`config.mk`:
```
export PLATFORM = sky130hd
export DESIGN_NAME = rsq_sequencer
export DESIGN_NICKNAME = d
export VERILOG_FILES = /design/src/rsq_pkg.sv /design/src/rsq_sequencer.sv
export VERILOG_INCLUDE_DIRS = /design/src
export SDC_FILE = /design/constraint.sdc
export NUM_CORES = 1
export LEC_CHECK = 0
export BUFFER_PORTS_ARGS = -buffer_cell sky130_fd_sc_hd__buf_4
export CORE_MARGIN = 1.5
export CORE_UTILIZATION = 50
export CTS_CLUSTER_DIAMETER = 150
export CTS_CLUSTER_SIZE = 28
export DETAILED_ROUTE_END_ITERATION = 12
export PLACE_DENSITY = 0.78
export SKIP_CTS_REPAIR_TIMING = 1
export SYNTH_ARGS = -nofsm -noshare
export SYNTH_HDL_FRONTEND = slang
export SYNTH_SLANG_ARGS = --single-unit
```
`constraint.sdc`:
```
create_clock -name clock -period 4.55 [get_ports clock]
set_input_delay 0.455 -clock clock [delete_from_list [all_inputs] [get_ports clock]]
set_output_delay 0.455 -clock clock [all_outputs]
set_load 0.02 [all_outputs]
```
`src/rsq_params.svh`:
```
// constants of the reset and interrupt sequencer
`ifndef RSQ_PARAMS_SVH
`define RSQ_PARAMS_SVH
`define RSQ_CLK_DIV       4
`define RSQ_CTRL_ADDR     8'h14
`define RSQ_STAT_ADDR     8'h30
`define RSQ_CTRL_RESET    8'h48
`define RSQ_BIT_EXT_INT_REQ_ONE_EN   0
`define RSQ_BIT_EXT_INT_REQ_TWO_EN   1
`define RSQ_BIT_RAM_EN    6
`define RSQ_RST_ADDR_CYC  3
`define RSQ_POR_MS        20
`define RSQ_STACK_CYC     7
`define RSQ_VEC_RESET     16'hfffe
`define RSQ_VEC_FAULT     16'hffee
`define RSQ_VEC_NMI       16'hfffc
`define RSQ_VEC_SOFT      16'hfffa
`define RSQ_VEC_EXT1      16'hfff8
`define RSQ_VEC_CAPT      16'hfff6
`define RSQ_VEC_COMP      16'hfff4
`define RSQ_VEC_OVFL      16'hfff2
`define RSQ_VEC_TMR2      16'hffec
`define RSQ_VEC_EXT2      16'hffea
`define RSQ_VEC_SER       16'hfff0
`define RSQ_SRC_MASKABLE  4'h3
`endif

```
`src/rsq_pkg.sv`:
```
// types of the reset and interrupt sequencer
package rsq_pkg;

  typedef enum logic [2:0] {
    S_RUN   = 3'h0,
    S_HOLD  = 3'h1,
    S_LATCH = 3'h2,
    S_INIT  = 3'h3,
    S_MASK  = 3'h4,
    S_VECT  = 3'h5,
    S_STACK = 3'h6,
    S_IVEC  = 3'h7
  } rsq_st_type;

  typedef struct packed {
    logic strobe_flag_int;
    logic capture_int;
    logic compare_int;
    logic overflow_int;
    logic timer2_match_int;
    logic serial_int;
  } rsq_periph_type;

  typedef struct packed {
    rsq_st_type  st;
    logic [1:0]  div;
    logic        bus_clk;
    logic [1:0]  rst_cnt;
    logic        addr_high;
    logic        osc_stop;
    logic        core_reset;
    logic [1:0]  mode;
    logic        mask;
    logic [7:0]  ctrl;
    logic        nmi_prev;
    logic        nmi_pend;
    logic [2:0]  stk_cnt;
    logic [3:0]  src;
    logic [15:0] vec;
    logic        vec_load;
    logic        stack_act;
    logic        merged;
    logic [7:0]  rdata;
  } rsq_regs_type;

endpackage

```
`src/rsq_sequencer.sv`:
```
// reset, standby and interrupt sequencer
//
// Implementation choice: the plain strobed port.
`timescale 1ns/10ps
`include "rsq_params.svh"

module rsq_sequencer (
  input  wire logic                    clock,
  input  wire logic                    rst_n,
  input  wire logic                    standby_request_n,
  input  wire logic                    power_on_clear_n,
  input  wire logic                    mode_select_a,
  input  wire logic                    mode_select_b,
  input  wire logic                    nmi_n,
  input  wire logic                    ext_int_req_one_n,
  input  wire logic                    ext_int_req_two_n,
  input  wire rsq_pkg::rsq_periph_type periph,
  input  wire logic                    soft_int,
  input  wire logic                    fault_int,
  input  wire logic                    instr_done,
  input  wire logic                    cc_mask_set,
  input  wire logic                    cc_mask_clear,
  input  wire logic [7:0]              reg_addr,
  input  wire logic [7:0]              reg_wdata,
  input  wire logic                    reg_wr,
  input  wire logic                    reg_rd,
  output logic [7:0]                   reg_rdata,
  output logic                         bus_clock,
  output logic                         osc_stop,
  output logic                         core_reset,
  output logic                         addr_all_high,
  output logic [1:0]                   mode_latched,
  output logic                         int_mask,
  output logic                         ram_enable,
  output logic                         merged_internal_req,
  output logic                         stack_active,
  output logic                         vector_load,
  output logic [15:0]                  vector_addr
);

  // ------------------------------------------------------------
  // state and request decode
  // ------------------------------------------------------------
  rsq_pkg::rsq_regs_type q;
  rsq_pkg::rsq_regs_type d;
  logic                  sys_en;
  logic                  nmi_fall;
  logic [9:0]            req;
  logic                  any_req;
  logic [3:0]            pick;

  assign sys_en   = (q.div == 2'h3);
  assign nmi_fall = q.nmi_prev & ~nmi_n;

  function automatic logic [15:0] vec_of(input logic [3:0] s);
    case (s)
      4'h0:    vec_of = `RSQ_VEC_FAULT;
      4'h1:    vec_of = `RSQ_VEC_NMI;
      4'h2:    vec_of = `RSQ_VEC_SOFT;
      4'h3:    vec_of = `RSQ_VEC_EXT1;
      4'h4:    vec_of = `RSQ_VEC_CAPT;
      4'h5:    vec_of = `RSQ_VEC_COMP;
      4'h6:    vec_of = `RSQ_VEC_OVFL;
      4'h7:    vec_of = `RSQ_VEC_TMR2;
      4'h8:    vec_of = `RSQ_VEC_EXT2;
      default: vec_of = `RSQ_VEC_SER;
    endcase
  endfunction

  // ------------------------------------------------------------
  // request vector and priority
  // ------------------------------------------------------------
  always_comb begin
    req[0] = fault_int;
    req[1] = q.nmi_pend;
    req[2] = soft_int;
    req[3] = ~q.mask & ((~ext_int_req_one_n & q.ctrl[`RSQ_BIT_EXT_INT_REQ_ONE_EN])
                        | periph.strobe_flag_int);
    req[4] = ~q.mask & periph.capture_int;
    req[5] = ~q.mask & periph.compare_int;
    req[6] = ~q.mask & periph.overflow_int;
    req[7] = ~q.mask & periph.timer2_match_int;
    req[8] = ~q.mask & ~ext_int_req_two_n & q.ctrl[`RSQ_BIT_EXT_INT_REQ_TWO_EN];
    req[9] = ~q.mask & periph.serial_int;
    any_req = |req;
    pick = 4'h0;
    for (int i = 9; i >= 0; i--) begin
      if (req[i]) begin
        pick = 4'(i);
      end
    end
  end

  // ------------------------------------------------------------
  // next state
  // ------------------------------------------------------------
  always_comb begin
    d = q;
    d.vec_load = 1'b0;
    d.div = q.div + 2'h1;
    d.bus_clk = d.div[1];
    d.nmi_prev = nmi_n;
    d.merged = periph.capture_int | periph.compare_int | periph.overflow_int
               | periph.timer2_match_int | periph.serial_int;
    d.rdata = 8'h00;
    if (reg_rd) begin
      case (reg_addr)
        `RSQ_CTRL_ADDR: d.rdata = q.ctrl;
        `RSQ_STAT_ADDR: d.rdata = {q.core_reset, q.mask, q.mode, q.nmi_pend,
                                   q.merged, q.addr_high, q.stack_act};
        default:        d.rdata = 8'h00;
      endcase
    end
    if (reg_wr && reg_addr == `RSQ_CTRL_ADDR) begin
      d.ctrl = reg_wdata;
    end
    if (cc_mask_clear) begin
      d.mask = 1'b0;
    end
    if (cc_mask_set) begin
      d.mask = 1'b1;
    end
    unique case (q.st)
      rsq_pkg::S_RUN: begin
        if (instr_done && any_req) begin
          d.st = rsq_pkg::S_STACK;
          d.src = pick;
          d.stack_act = 1'b1;
          d.stk_cnt = 3'h0;
          if (pick == 4'h1) begin
            d.nmi_pend = 1'b0;
          end
        end
      end
      rsq_pkg::S_STACK: begin
        if (sys_en) begin
          if (q.stk_cnt == 3'(`RSQ_STACK_CYC - 1)) begin
            d.st = rsq_pkg::S_IVEC;
          end else begin
            d.stk_cnt = q.stk_cnt + 3'h1;
          end
        end
      end
      rsq_pkg::S_IVEC: begin
        if (sys_en) begin
          d.vec = vec_of(q.src);
          d.vec_load = 1'b1;
          d.stack_act = 1'b0;
          if (q.src >= `RSQ_SRC_MASKABLE) begin
            d.mask = 1'b1;
          end
          d.st = rsq_pkg::S_RUN;
        end
      end
      rsq_pkg::S_HOLD: begin
        if (sys_en) begin
          d.st = rsq_pkg::S_LATCH;
        end
      end
      rsq_pkg::S_LATCH: begin
        if (sys_en) begin
          d.mode = {mode_select_b, mode_select_a};
          d.addr_high = 1'b0;
          d.rst_cnt = 2'h0;
          d.st = rsq_pkg::S_INIT;
        end
      end
      rsq_pkg::S_INIT: begin
        if (sys_en) begin
          d.ctrl = `RSQ_CTRL_RESET;
          d.nmi_pend = 1'b0;
          d.st = rsq_pkg::S_MASK;
        end
      end
      rsq_pkg::S_MASK: begin
        if (sys_en) begin
          d.mask = 1'b1;
          d.st = rsq_pkg::S_VECT;
        end
      end
      rsq_pkg::S_VECT: begin
        if (sys_en) begin
          d.vec = `RSQ_VEC_RESET;
          d.vec_load = 1'b1;
          d.core_reset = 1'b0;
          d.st = rsq_pkg::S_RUN;
        end
      end
    endcase
    // set wins over the clear on acceptance
    if (nmi_fall) begin
      d.nmi_pend = 1'b1;
    end
    // cpu registers, ram and port data are outside this state
    if (!power_on_clear_n || !standby_request_n) begin
      d.st = rsq_pkg::S_HOLD;
      d.core_reset = 1'b1;
      d.stack_act = 1'b0;
      d.osc_stop = ~standby_request_n;
      if (sys_en && !power_on_clear_n) begin
        if (q.rst_cnt == 2'(`RSQ_RST_ADDR_CYC - 1)) begin
          d.addr_high = 1'b1;
        end else begin
          d.rst_cnt = q.rst_cnt + 2'h1;
        end
      end
    end else begin
      d.osc_stop = 1'b0;
    end
  end

  // ------------------------------------------------------------
  // state register
  // ------------------------------------------------------------
  always_ff @(posedge clock or negedge rst_n) begin
    if (!rst_n) begin
      q <= '{st: rsq_pkg::S_HOLD, core_reset: 1'b1, mask: 1'b1,
             ctrl: `RSQ_CTRL_RESET, nmi_prev: 1'b1, vec: `RSQ_VEC_RESET,
             default: '0};
    end else begin
      q <= d;
    end
  end

  assign reg_rdata           = q.rdata;
  assign bus_clock           = q.bus_clk;
  assign osc_stop            = q.osc_stop;
  assign core_reset          = q.core_reset;
  assign addr_all_high       = q.addr_high;
  assign mode_latched        = q.mode;
  assign int_mask            = q.mask;
  assign ram_enable          = q.ctrl[`RSQ_BIT_RAM_EN];
  assign merged_internal_req = q.merged;
  assign stack_active        = q.stack_act;
  assign vector_load         = q.vec_load;
  assign vector_addr         = q.vec;
endmodule // rsq_sequencer

```
Word-level counts from Yosys, hierarchy flattened
Memory sizes are Yosys's and may differ from the RTL's.
Index checks and enable logic that the tools add are counted.

word-level totals
  memories kept = 1
  logic and storage cells = 151
  register bits = 58
  bits in read-only memories = 64

memory list
  name              depth  width  rd ports  clocked after Yosys merged registers in  write ports  line                 RTL
  (name not given)  16     4      1         0                                        0            rsq_sequencer.sv:56  case (s)

cells by class
  order comparisons = 1
  add/subtract/negate cells = 3
  multiplexer cells = 54
  equal/unequal tests = 30
  bitwise logic cells = 20
  reduce and logical (&&, ||, !) cells = 23

operators with widths
  cell                  count
  $mux W3               15
  $mux W4               10
  $mux W8               5
  $pmux W17 S2          1
  $ne A3 B3 Y1 const B  11
  $pmux W3 S7           1
  $mux W18              1
  $mux W17              1
  $pmux W8 S2           1
  $eq A3 B3 Y1 const B  5
  $mux W1               14
  $and A1 B1 Y1         10
  $ne A2 B2 Y1 const B  5
  $reduce_or A10 Y1     1
  $eq A8 B5 Y1 const B  1
  $eq A8 B6 Y1 const B  1
  $reduce_and A4 Y1     2
  $reduce_and A8 Y1     1
  $reduce_bool A2 Y1    4
  $eq A3 B2 Y1 const B  2
  $pmux W1 S2           3
  $pmux W3 S2           1
  $reduce_and A2 Y1     3
  $reduce_and A3 Y1     2
  other kinds (16)      30

Depth between registers and ports, before layout
Gate-level depths: netlist of the first run.

  depth after elaboration = 17
  depth in mapped cells = 7
  mapped depth without buffers = 7

Worst setup path after synthesis of the first run
No wires, ideal clock.

  path kind = register to register
  start = register q, in the netlist int_mask
  end = register q[27] (netlist name)
  arrival = 1.909 ns
  period minus slack after synthesis = 2.034 ns
  path slack = 2.516 ns
  cell stages (with the launch flop) = 7
  buffers on the path = 2
  cell sequence = dfstp_2 -> buf_6 -> nor3b_2 -> or4b_4 -> buf_6 -> o21bai_4 -> mux2_4

between the ends
  word-level cells in the longest chain between the ends = 12

ends and longest elaborated chain
  item                                      line                                      RTL
  start: declaration                        rsq_sequencer.sv:44                       rsq_pkg::rsq_regs_type q;
  start signal: assignment                  rsq_sequencer.sv:217                      q <= '{st: rsq_pkg::S_HOLD, core_reset: 1'b1, mask: 1'b1,
  $not A1 Y1 (*)                            --
  $and A1 B1 Y1, on equally long branches   rsq_sequencer.sv:84, rsq_sequencer.sv:83
  $mux W4 or $and A1 B1 Y1 (tied branches)  rsq_sequencer.sv:88, rsq_sequencer.sv:83
  $mux W4 (9 in series)                     rsq_sequencer.sv:88                       if (req[i]) begin

Mark *: on every way between the ends. The rest lies on a longest branch, timed or not.
A chain may end at the register's enable or synchronous reset.

Worst setup path in the final report of the first run
Ends and elaborated chain as after synthesis.

==> results of run 1 <==
## synth_stat cells (2+ instances only)
master and instances:
and4b_1 2, nand2_1 23, a21oi_1 15, mux2_1 2, nand2b_1 3, ha_1 3
o22a_1 2, buf_2 3, nand3_1 18, a21o_1 2, o21ai_1 2, dfstp_2 11
a22o_1 3, nor3_1 4, buf_6 2, nor2_1 12, buf_4 26, dfrtp_1 35
o21a_1 2, inv_1 10, a211oi_1 5, o21ai_0 4, nor2b_1 13, clkbuf_1 5
a22oi_1 8, a31oi_1 2
## per-stage QoR
step,power (mW),utilization,cell area [um2],instances,hold slack (ps)
2_1_floorplan,0.544,-,2440,246,159
3_3_place_gp,0.599,0.593,2800,348,412
5_1_grt,0.885,0.612,2890,356,194
6_report,0.840,0.612,2890,356,144
4_1_cts,0.850,0.612,2890,356,162
3_5_place_dp,0.605,0.593,2800,348,419
## power by group
part | switching, mW | internal, mW
Sequential | 0.0310 | 0.440
Combinational | 0.0616 | 0.0636
Clock | 0.136 | 0.108
Total | 0.228 | 0.612
## routing by layer
layer / track usage / vias up
li1: - / 925
met1: 0.266 / 927
met4: 0.0608 / 0
met5: 0 / -
met2: 0.332 / 49
met3: 0.0428 / 7
## critical path: stages (launching register included)
cell and delay [ps]:
dfstp_2 670, and2b_4 220, or4b_4 540, o21bai_4 230, mux2_4 320
## flip-flops by register name, indices dropped and copies added, names as in the netlist, 2 cells and up
register,cells
vector_addr,5
q,22
reg_rdata,8
mode_latched,2
## layout make-up
class	count	area share
Inverter	11	0.0143
Timing Repair Buffer	71	0.184
Multi-Input combinational cell	153	0.338
Tap cell	67	0.0290
Sequential cell	46	0.403
Clock inverter	3	0.00736
Clock buffer	5	0.0238
## path summary, 6_finish.rpt
| path | startpoint | to | slack, ps | depth (start not counted) |
|---|---|---|---|---|
| worst min-delay path | rst_n | q[31] | 140 | 1 |
| worst max-delay path | int_mask | q[27] | 2460 | 4 |
| min in group clock | nmi_n | q[35] | 270 | 1 |
| worst max register to register | int_mask | q[27] | 2460 | 4 |
| worst min register to register | q[53] | q[53] | 420 | 1 |
| max in group asynchronous | rst_n | vector_addr[2] | 4020 | 1 |
## cells by family (layout without fill, tap and decap cells)
logic type | Yosys count | after routing | synth area share
compound gates | 59 | 59 | 0.175
other cells | 1 | 1 | 0.00154
fa+ha+maj | 3 | 3 | 0.0154
buf+inv | 47 | 90 | 0.120
mux | 4 | 4 | 0.0195
flops | 46 | 46 | 0.478
simple gates | 86 | 86 | 0.190
==> impl_metrics.env, run 1 <==
export IMPL_clock_path_buffers=2
export IMPL_ant_nets=0
export IMPL_yosysUniqueCellTypes=55
export IMPL_dr_pass1_iters=4
export IMPL_fillers=384
export IMPL_cts_tree="built"
export IMPL_wl_per_cell_um=13.9
export IMPL_finalSetupViolations=0
export IMPL_syn_area_um2=2440
export IMPL_cts_inserted_buffers=5
export IMPL_ys_warn_count=0
export IMPL_grt_usage=0.201
export IMPL_period_share=0.460
export IMPL_cts_sinks=46
export IMPL_async_flop_share=1.00
export IMPL_vdd_ir_drop_worst_v=0.000227
export IMPL_hold_path_class="input pin to asynchronous set/reset pin"
export IMPL_slew_viol_final=0
export IMPL_ys_seq_area_frac=0.478
export IMPL_synth_top_area_frac=0.360
export IMPL_maxCapViolations=0
export IMPL_tightest_slew_ps=521
export IMPL_final_common_cell="buf_4"
export IMPL_multi_input_area_um2=978
export IMPL_clkTransAtPathRegs_ps=80
export IMPL_hold_viol=0
export IMPL_startpoint_type="flop"
export IMPL_ys_seq_elements=46
export IMPL_crit_path_max_fanout=12
export IMPL_endpoint_kind="flop"
export IMPL_initial_utilization=0.516
export IMPL_power_leakage_nw=1.35
export IMPL_synthToLayoutAreaGrowth_pct=18.7
export IMPL_core_um2=4720
export IMPL_drt_met1_wl_mm=2.22
export IMPL_fmax_mhz=478
export IMPL_root_buffer="clkbuf_8"
export IMPL_hpwl_mm=3.87
export IMPL_top_layer="met4"
export IMPL_via_per_inst=5.36
export IMPL_regArea_um2=1160
export IMPL_synthCells=246
export IMPL_place_ws_ps=2380
export IMPL_critPathKind="flop to flop"
export IMPL_pin_count=73
export IMPL_grt_pass1_vias=1794
export IMPL_gp_congestion=0.823
export IMPL_grt_max_degree=47
export IMPL_die_h_um=72.8
export IMPL_diodes=0
export IMPL_finalClockSkew_ps=3.32
export IMPL_met2WireLength_mm=2.46
export IMPL_yosys_area_top_type="dfrtp_1"
export IMPL_vias=1908
export IMPL_fp_dieArea_um2=5300
export IMPL_totalWireLength_mm=4.95
export IMPL_die_w_um=72.8
export IMPL_setup_slack_ps=2460
export IMPL_grt_pass1_wl_mm=8.18
export IMPL_port_buffers=71
export IMPL_critPathArrivalTime_ps=2280
export IMPL_drive_above_1_share=0.349
export IMPL_netlist_top_cells_area="dfrtp_1 (36%), dfstp_2 (12%), buf_4 (8.0%)"
export IMPL_timing_final_crit_period_ps=2090
export IMPL_final_cell_mix="buf_4 (71), dfrtp_1 (35), nand2_1 (23)"
export IMPL_drc=0
export IMPL_synth_area_per_cell_um2=9.90
export IMPL_worstPathRequired_ps=4740
export IMPL_synth_edf_count=0
export IMPL_wl_met3_um=206
export IMPL_synthFlopType="dfrtp_1"
export IMPL_dr_first_iter_drc_count=141
export IMPL_clkLatencyLatePin_ps=290
export IMPL_setup_tns_ps=0
export IMPL_finalNetCount=329
export IMPL_syn_nets=287
export IMPL_relSlewSlack=0.644
export IMPL_grt_setup_unrepaired="false"
export IMPL_htree_levels=2
export IMPL_status="finished, final reports clean"
export IMPL_grt_antenna_before_repair=0
export IMPL_power_per_cell_area_nw_per_um2=291
export IMPL_gr_total_overflow=0
export IMPL_num_rows=25
No activity file was read; power rests on OpenSTA's default activity.
==> inputs of run 2 (changes only) <==
clock period = 2.1 ns   (was 4.55 ns; I/O delays follow)
==> run 2 against run 1 <==
Compared with the run above:
- non-clock buffer count increased by 5
- clock skew increased by 8.1 ps
- register-to-register slack got worse by 2300 ps
- highest routed layer unchanged
==> impl_metrics.env, run 2 (synthesis gave the netlist of run 1 again) <==
export IMPL_startpoint_type="flop"
export IMPL_relSlewSlack=0.620
export IMPL_totalWireLength_mm=4.95
export IMPL_num_rows=25
export IMPL_cts_inserted_buffers=5
export IMPL_grt_pass1_wl_mm=8.16
export IMPL_core_um2=4720
export IMPL_power_internal_mw=1.36
export IMPL_pwr_share_clk=0.297
export IMPL_finalSetupViolations=0
export IMPL_p_total_mw=1.85
export IMPL_setup_tns_ps=0
export IMPL_synthToLayoutAreaGrowth_pct=20.3
export IMPL_min_from="nmi_n"
export IMPL_power_per_cell_area_nw_per_um2=630
export IMPL_die_h_um=72.8
export IMPL_largest_register_ffs=22
export IMPL_power_leakage_nw=1.38
export IMPL_diodes=0
export IMPL_root_buffer="clkbuf_8"
export IMPL_fillers=394
export IMPL_dr_pass1_iters=4
export IMPL_place_ws_ps=133
export IMPL_port_buffers=71
export IMPL_tightest_slew_ps=569
export IMPL_finalNetCount=334
export IMPL_switching_power_mw=0.483
export IMPL_via_per_inst=5.23
export IMPL_wl_per_cell_um=13.7
export IMPL_netSwitchingFraction=0.262
export IMPL_gr_total_overflow=0
export IMPL_timing_final_crit_period_ps=1980
export IMPL_clkLatencyLatePin_ps=300
export IMPL_drc=0
export IMPL_fp_dieArea_um2=5300
export IMPL_htree_levels=2
export IMPL_period_share=0.944
export IMPL_dr_first_iter_drc_count=135
export IMPL_cts_tree="built"
export IMPL_p_comb_frac=0.153
export IMPL_fin_cells=361
export IMPL_die_w_um=72.8
export IMPL_hold_path_class="input pin to flop"
export IMPL_grt_pass1_vias=1772
export IMPL_clkTransAtPathRegs_ps=70
export IMPL_largest_register="q"
export IMPL_vdd_ir_drop_worst_v=0.000357
export IMPL_finalClockSkew_ps=11.4
export IMPL_hpwl_mm=3.83
export IMPL_status="finished, final reports clean"
export IMPL_initial_utilization=0.516
export IMPL_drive_above_1_share=0.350
export IMPL_critPathArrivalTime_ps=2160
export IMPL_p_seq_frac=0.551
export IMPL_endpoint_kind="flop"
export IMPL_maxCapViolations=0
export IMPL_slew_viol_final=0
export IMPL_crit_start="int_mask"
export IMPL_critPathKind="flop to flop"
export IMPL_dp_cells=352
export IMPL_hold_viol=0
export IMPL_fmax_mhz=505
export IMPL_ant_nets=0
export IMPL_final_common_cell="buf_4"
export IMPL_vias=1887
export IMPL_grt_antenna_before_repair=0
export IMPL_clock_path_buffers=2
export IMPL_gp_congestion=0.835
export IMPL_worstPathRequired_ps=2280
export IMPL_grt_max_degree=47
export IMPL_final_cell_mix="buf_4 (75), dfrtp_1 (35), nand2_1 (23)"
export IMPL_reg2reg_from="int_mask"
export IMPL_grt_setup_unrepaired="false"
export IMPL_pin_count=73
export IMPL_crit_path_max_fanout=8
export IMPL_setup_slack_ps=118
export IMPL_grt_usage=0.199
export IMPL_cts_sinks=46
==> run 2: cell types whose count changed in the layout (fill, tap and decap cells not counted) <==
cell / previous run / this run
buf_4: 71 / 75
clkbuf_1: 0 / 2
clkbuf_8: 5 / 6
clkinv_2: 1 / 0
clkinv_4: 1 / 0
clkinvlp_4: 1 / 0
dlygate4sd3_1: 0 / 1
==> run 2: power groups by stage <==
stage          sequential, mW  combinational (mW)  clock [mW]
3_5_place_dp             1.03               0.283           0
3_3_place_gp             1.03               0.275           0
2_1_floorplan            1.03               0.147           0
4_1_cts                  1.02               0.284       0.562
6_report                 1.02               0.282       0.549
5_1_grt                  1.03               0.318       0.594
==> run 2: critical path, stage by stage (launching register included) <==
cell	delay, ps
dfstp_2	570
and2b_4	200
or4b_4	540
o21bai_4	240
mux2_4	320
==> run 2: area by class of cell <==
class	count	area [um2]	area share
inverters	11	41.3	0.0141
clock buffers	8	90.1	0.0307
repair buffers	76	573	0.195
well taps	67	83.8	0.0286
flip-flops and latches	46	1160	0.397
multi-input cells	153	978	0.334
==> run 2: path summary, 6_finish.rpt <==
check                                 end  slack [ps]  depth (start not counted)
setup reg to reg                    q[27]         120                          4
min in group asynchronous       bus_clock         440                          2
hold reg to reg                     q[53]         420                          1
setup / recovery                    q[27]         120                          4
max in group asynchronous  vector_addr[3]        1260                          2
hold / removal                      q[35]          30                          1
==> run 2: per-stage QoR <==
stage	hold slack, ps	util	cell area [um2]
floorplan	-85.6	-	2440
global placement	244	0.599	2830
detailed placement	244	0.599	2830
CTS	-83.0	0.619	2920
global route	15.0	0.621	2930
finish	28.1	0.621	2930
==> run 2: per-layer routing <==
layer	up-vias	share of wire	wire (um)	track usage
li1	936	-	-	-
met1	902	0.44	2190	0.269
met2	42	0.50	2460	0.319
met3	7	0.049	241	0.0470
met4	0	0.011	54	0.0566
met5	-	0	0	0
==> inputs of run 3 (changes only) <==
RECOVER_POWER = 25   (was not set)
==> run 3 against run 2 <==
Compared with the run above:
- wire length about the same
- setup slack got worse by 2.1 ps
- flip-flop and latch count unchanged
- clock power about the same
- register-to-register slack about the same
- first-iteration DRC count increased by 12%
- final cell count unchanged
- via count decreased by 0.11%
- highest routed layer unchanged
- global-route usage unchanged
- cell area decreased by 0.43%
==> impl_metrics.env, run 3 (synthesis gave the netlist of run 1 again) <==
export IMPL_status="finished, final reports clean"
export IMPL_setup_slack_ps=116
export IMPL_core_um2=4720
export IMPL_root_buffer="clkbuf_8"
export IMPL_cts_inserted_buffers=5
export IMPL_pwr_share_clk=0.297
export IMPL_crit_buf_inv=0
export IMPL_slew_viol_final=0
export IMPL_crit_cells=4
export IMPL_maxCapViolations=0
export IMPL_drive_above_1_share=0.344
export IMPL_largest_register="q"
export IMPL_grt_antenna_before_repair=0
export IMPL_critPathKind="flop to flop"
export IMPL_power_leakage_nw=1.37
export IMPL_grt_max_degree=47
export IMPL_p_comb_frac=0.152
export IMPL_finalNetCount=334
export IMPL_fp_dieArea_um2=5300
export IMPL_crit_path_max_fanout=8
export IMPL_grt_pass1_wl_mm=8.16
export IMPL_initial_utilization=0.516
export IMPL_vias=1885
export IMPL_r2r_cells=4
export IMPL_switching_power_mw=0.482
export IMPL_place_ws_ps=133
export IMPL_dr_pass1_iters=4
export IMPL_worstReg2RegEnd="q[27]"
export IMPL_htree_levels=2
export IMPL_largest_register_ffs=22
export IMPL_crit_path_max_incr_delay_ps=580
export IMPL_setup_tns_ps=0
export IMPL_fmax_mhz=504
export IMPL_crit_path_end="q[27]"
export IMPL_via_per_inst=5.22
export IMPL_die_w_um=72.8
export IMPL_hold_path_class="input pin to flop"
export IMPL_drc=0
export IMPL_period_share=0.945
export IMPL_crit_start="int_mask"
export IMPL_diodes=0
export IMPL_ant_nets=0
export IMPL_fin_cells=361
export IMPL_critPathSlowestCell="dfstp_2"
export IMPL_grt_setup_unrepaired="false"
export IMPL_vdd_ir_drop_worst_v=0.000357
export IMPL_clkLatencyLatePin_ps=300
export IMPL_port_buffers=71
export IMPL_clock_path_buffers=2
export IMPL_cts_tree="built"
export IMPL_gr_total_overflow=0
export IMPL_p_seq_frac=0.551
export IMPL_num_rows=25
export IMPL_final_common_cell="buf_4"
export IMPL_path_cells="and2b_4, or4b_4, o21bai_4, mux2_4"
export IMPL_hpwl_mm=3.83
export IMPL_final_cell_mix="buf_4 (72), dfrtp_1 (35), nand2_1 (23)"
export IMPL_power_per_cell_area_nw_per_um2=632
export IMPL_pin_count=73
export IMPL_fillers=399
export IMPL_relSlewSlack=0.264
export IMPL_path_delay_family="simple AND/OR/NAND/NOR gates"
export IMPL_endpoint_kind="flop"
export IMPL_grt_usage=0.199
export IMPL_worstPathRequired_ps=2280
export IMPL_finalClockSkew_ps=11.1
export IMPL_wl_per_cell_um=13.7
export IMPL_cts_sinks=46
export IMPL_synthToLayoutAreaGrowth_pct=19.8
export IMPL_final_util=0.618
export IMPL_gp_congestion=0.835
export IMPL_dp_cells=352
export IMPL_critPathArrivalTime_ps=2170
export IMPL_startpoint_type="flop"
export IMPL_netSwitchingFraction=0.261
export IMPL_clkTransAtPathRegs_ps=70
export IMPL_power_internal_mw=1.36
export IMPL_totalWireLength_mm=4.95
export IMPL_die_h_um=72.8
export IMPL_hold_viol=0
export IMPL_reg2reg_from="int_mask"
export IMPL_grt_pass1_vias=1772
export IMPL_timing_final_crit_period_ps=1980
export IMPL_tightest_slew_ps=1100
export IMPL_dr_first_iter_drc_count=151
export IMPL_finalSetupViolations=0
export IMPL_r2r_slack_ps=120
==> run 3: worst min path at each step <==
stage,start,cells after the start,end,slack [ps]
after floorplan,rst_n,0,addr_all_high,-90
after global placement,rst_n,1,q[33],240
after detailed placement,rst_n,1,q[33],240
after CTS,rst_n,1,bus_clock,-80
after global routing,nmi_n,1,q[35],20
final,nmi_n,1,q[35],30
==> run 3: per-layer routing <==
layer  part of all wire  GRT usage  wire length, um  vias to the layer above
met1               0.44      0.269             2190                      899
met4              0.011     0.0566               54                        0
li1                   -          -                -                      937
met3              0.049     0.0470              242                        7
met2               0.50      0.319             2470                       42
met5                  0          0                0                        -
==> run 3: stage by stage <==
step	hold slack [ps]	area, um2	power (mW)
final	30.4	2920	1.84
after CTS	-83.0	2920	1.86
after floorplan	-85.6	2440	1.18
after global placement	244	2830	1.30
after detailed placement	244	2830	1.32
after global routing	19.0	2920	1.94
==> run 3: worst register-to-register path, delay by kind of cell, from the launching register on <==
family / cells / cell delay (ps)
AND/OR/NAND/NOR: 2 / 740
flip-flops: 1 / 580
AO/OA/AOI/OAI: 1 / 240
multiplexers: 1 / 330
==> run 3: layout make-up <==
cell class | count | area (um2) | share of cell area
Sequential cell | 46 | 1160 | 0.399
Multi-Input combinational cell | 153 | 972 | 0.333
Timing Repair Buffer | 76 | 567 | 0.194
Clock buffer | 8 | 90.1 | 0.0309
Tap cell | 67 | 83.8 | 0.0287
Inverter | 11 | 41.3 | 0.0141
==> run 3: power groups by stage <==
stage | Sequential (mW) | Combinational (mW) | Clock, mW
after floorplan | 1.03 | 0.147 | 0
after global placement | 1.03 | 0.275 | 0
after detailed placement | 1.03 | 0.283 | 0
after CTS | 1.02 | 0.284 | 0.562
after global routing | 1.03 | 0.315 | 0.594
final | 1.02 | 0.280 | 0.548
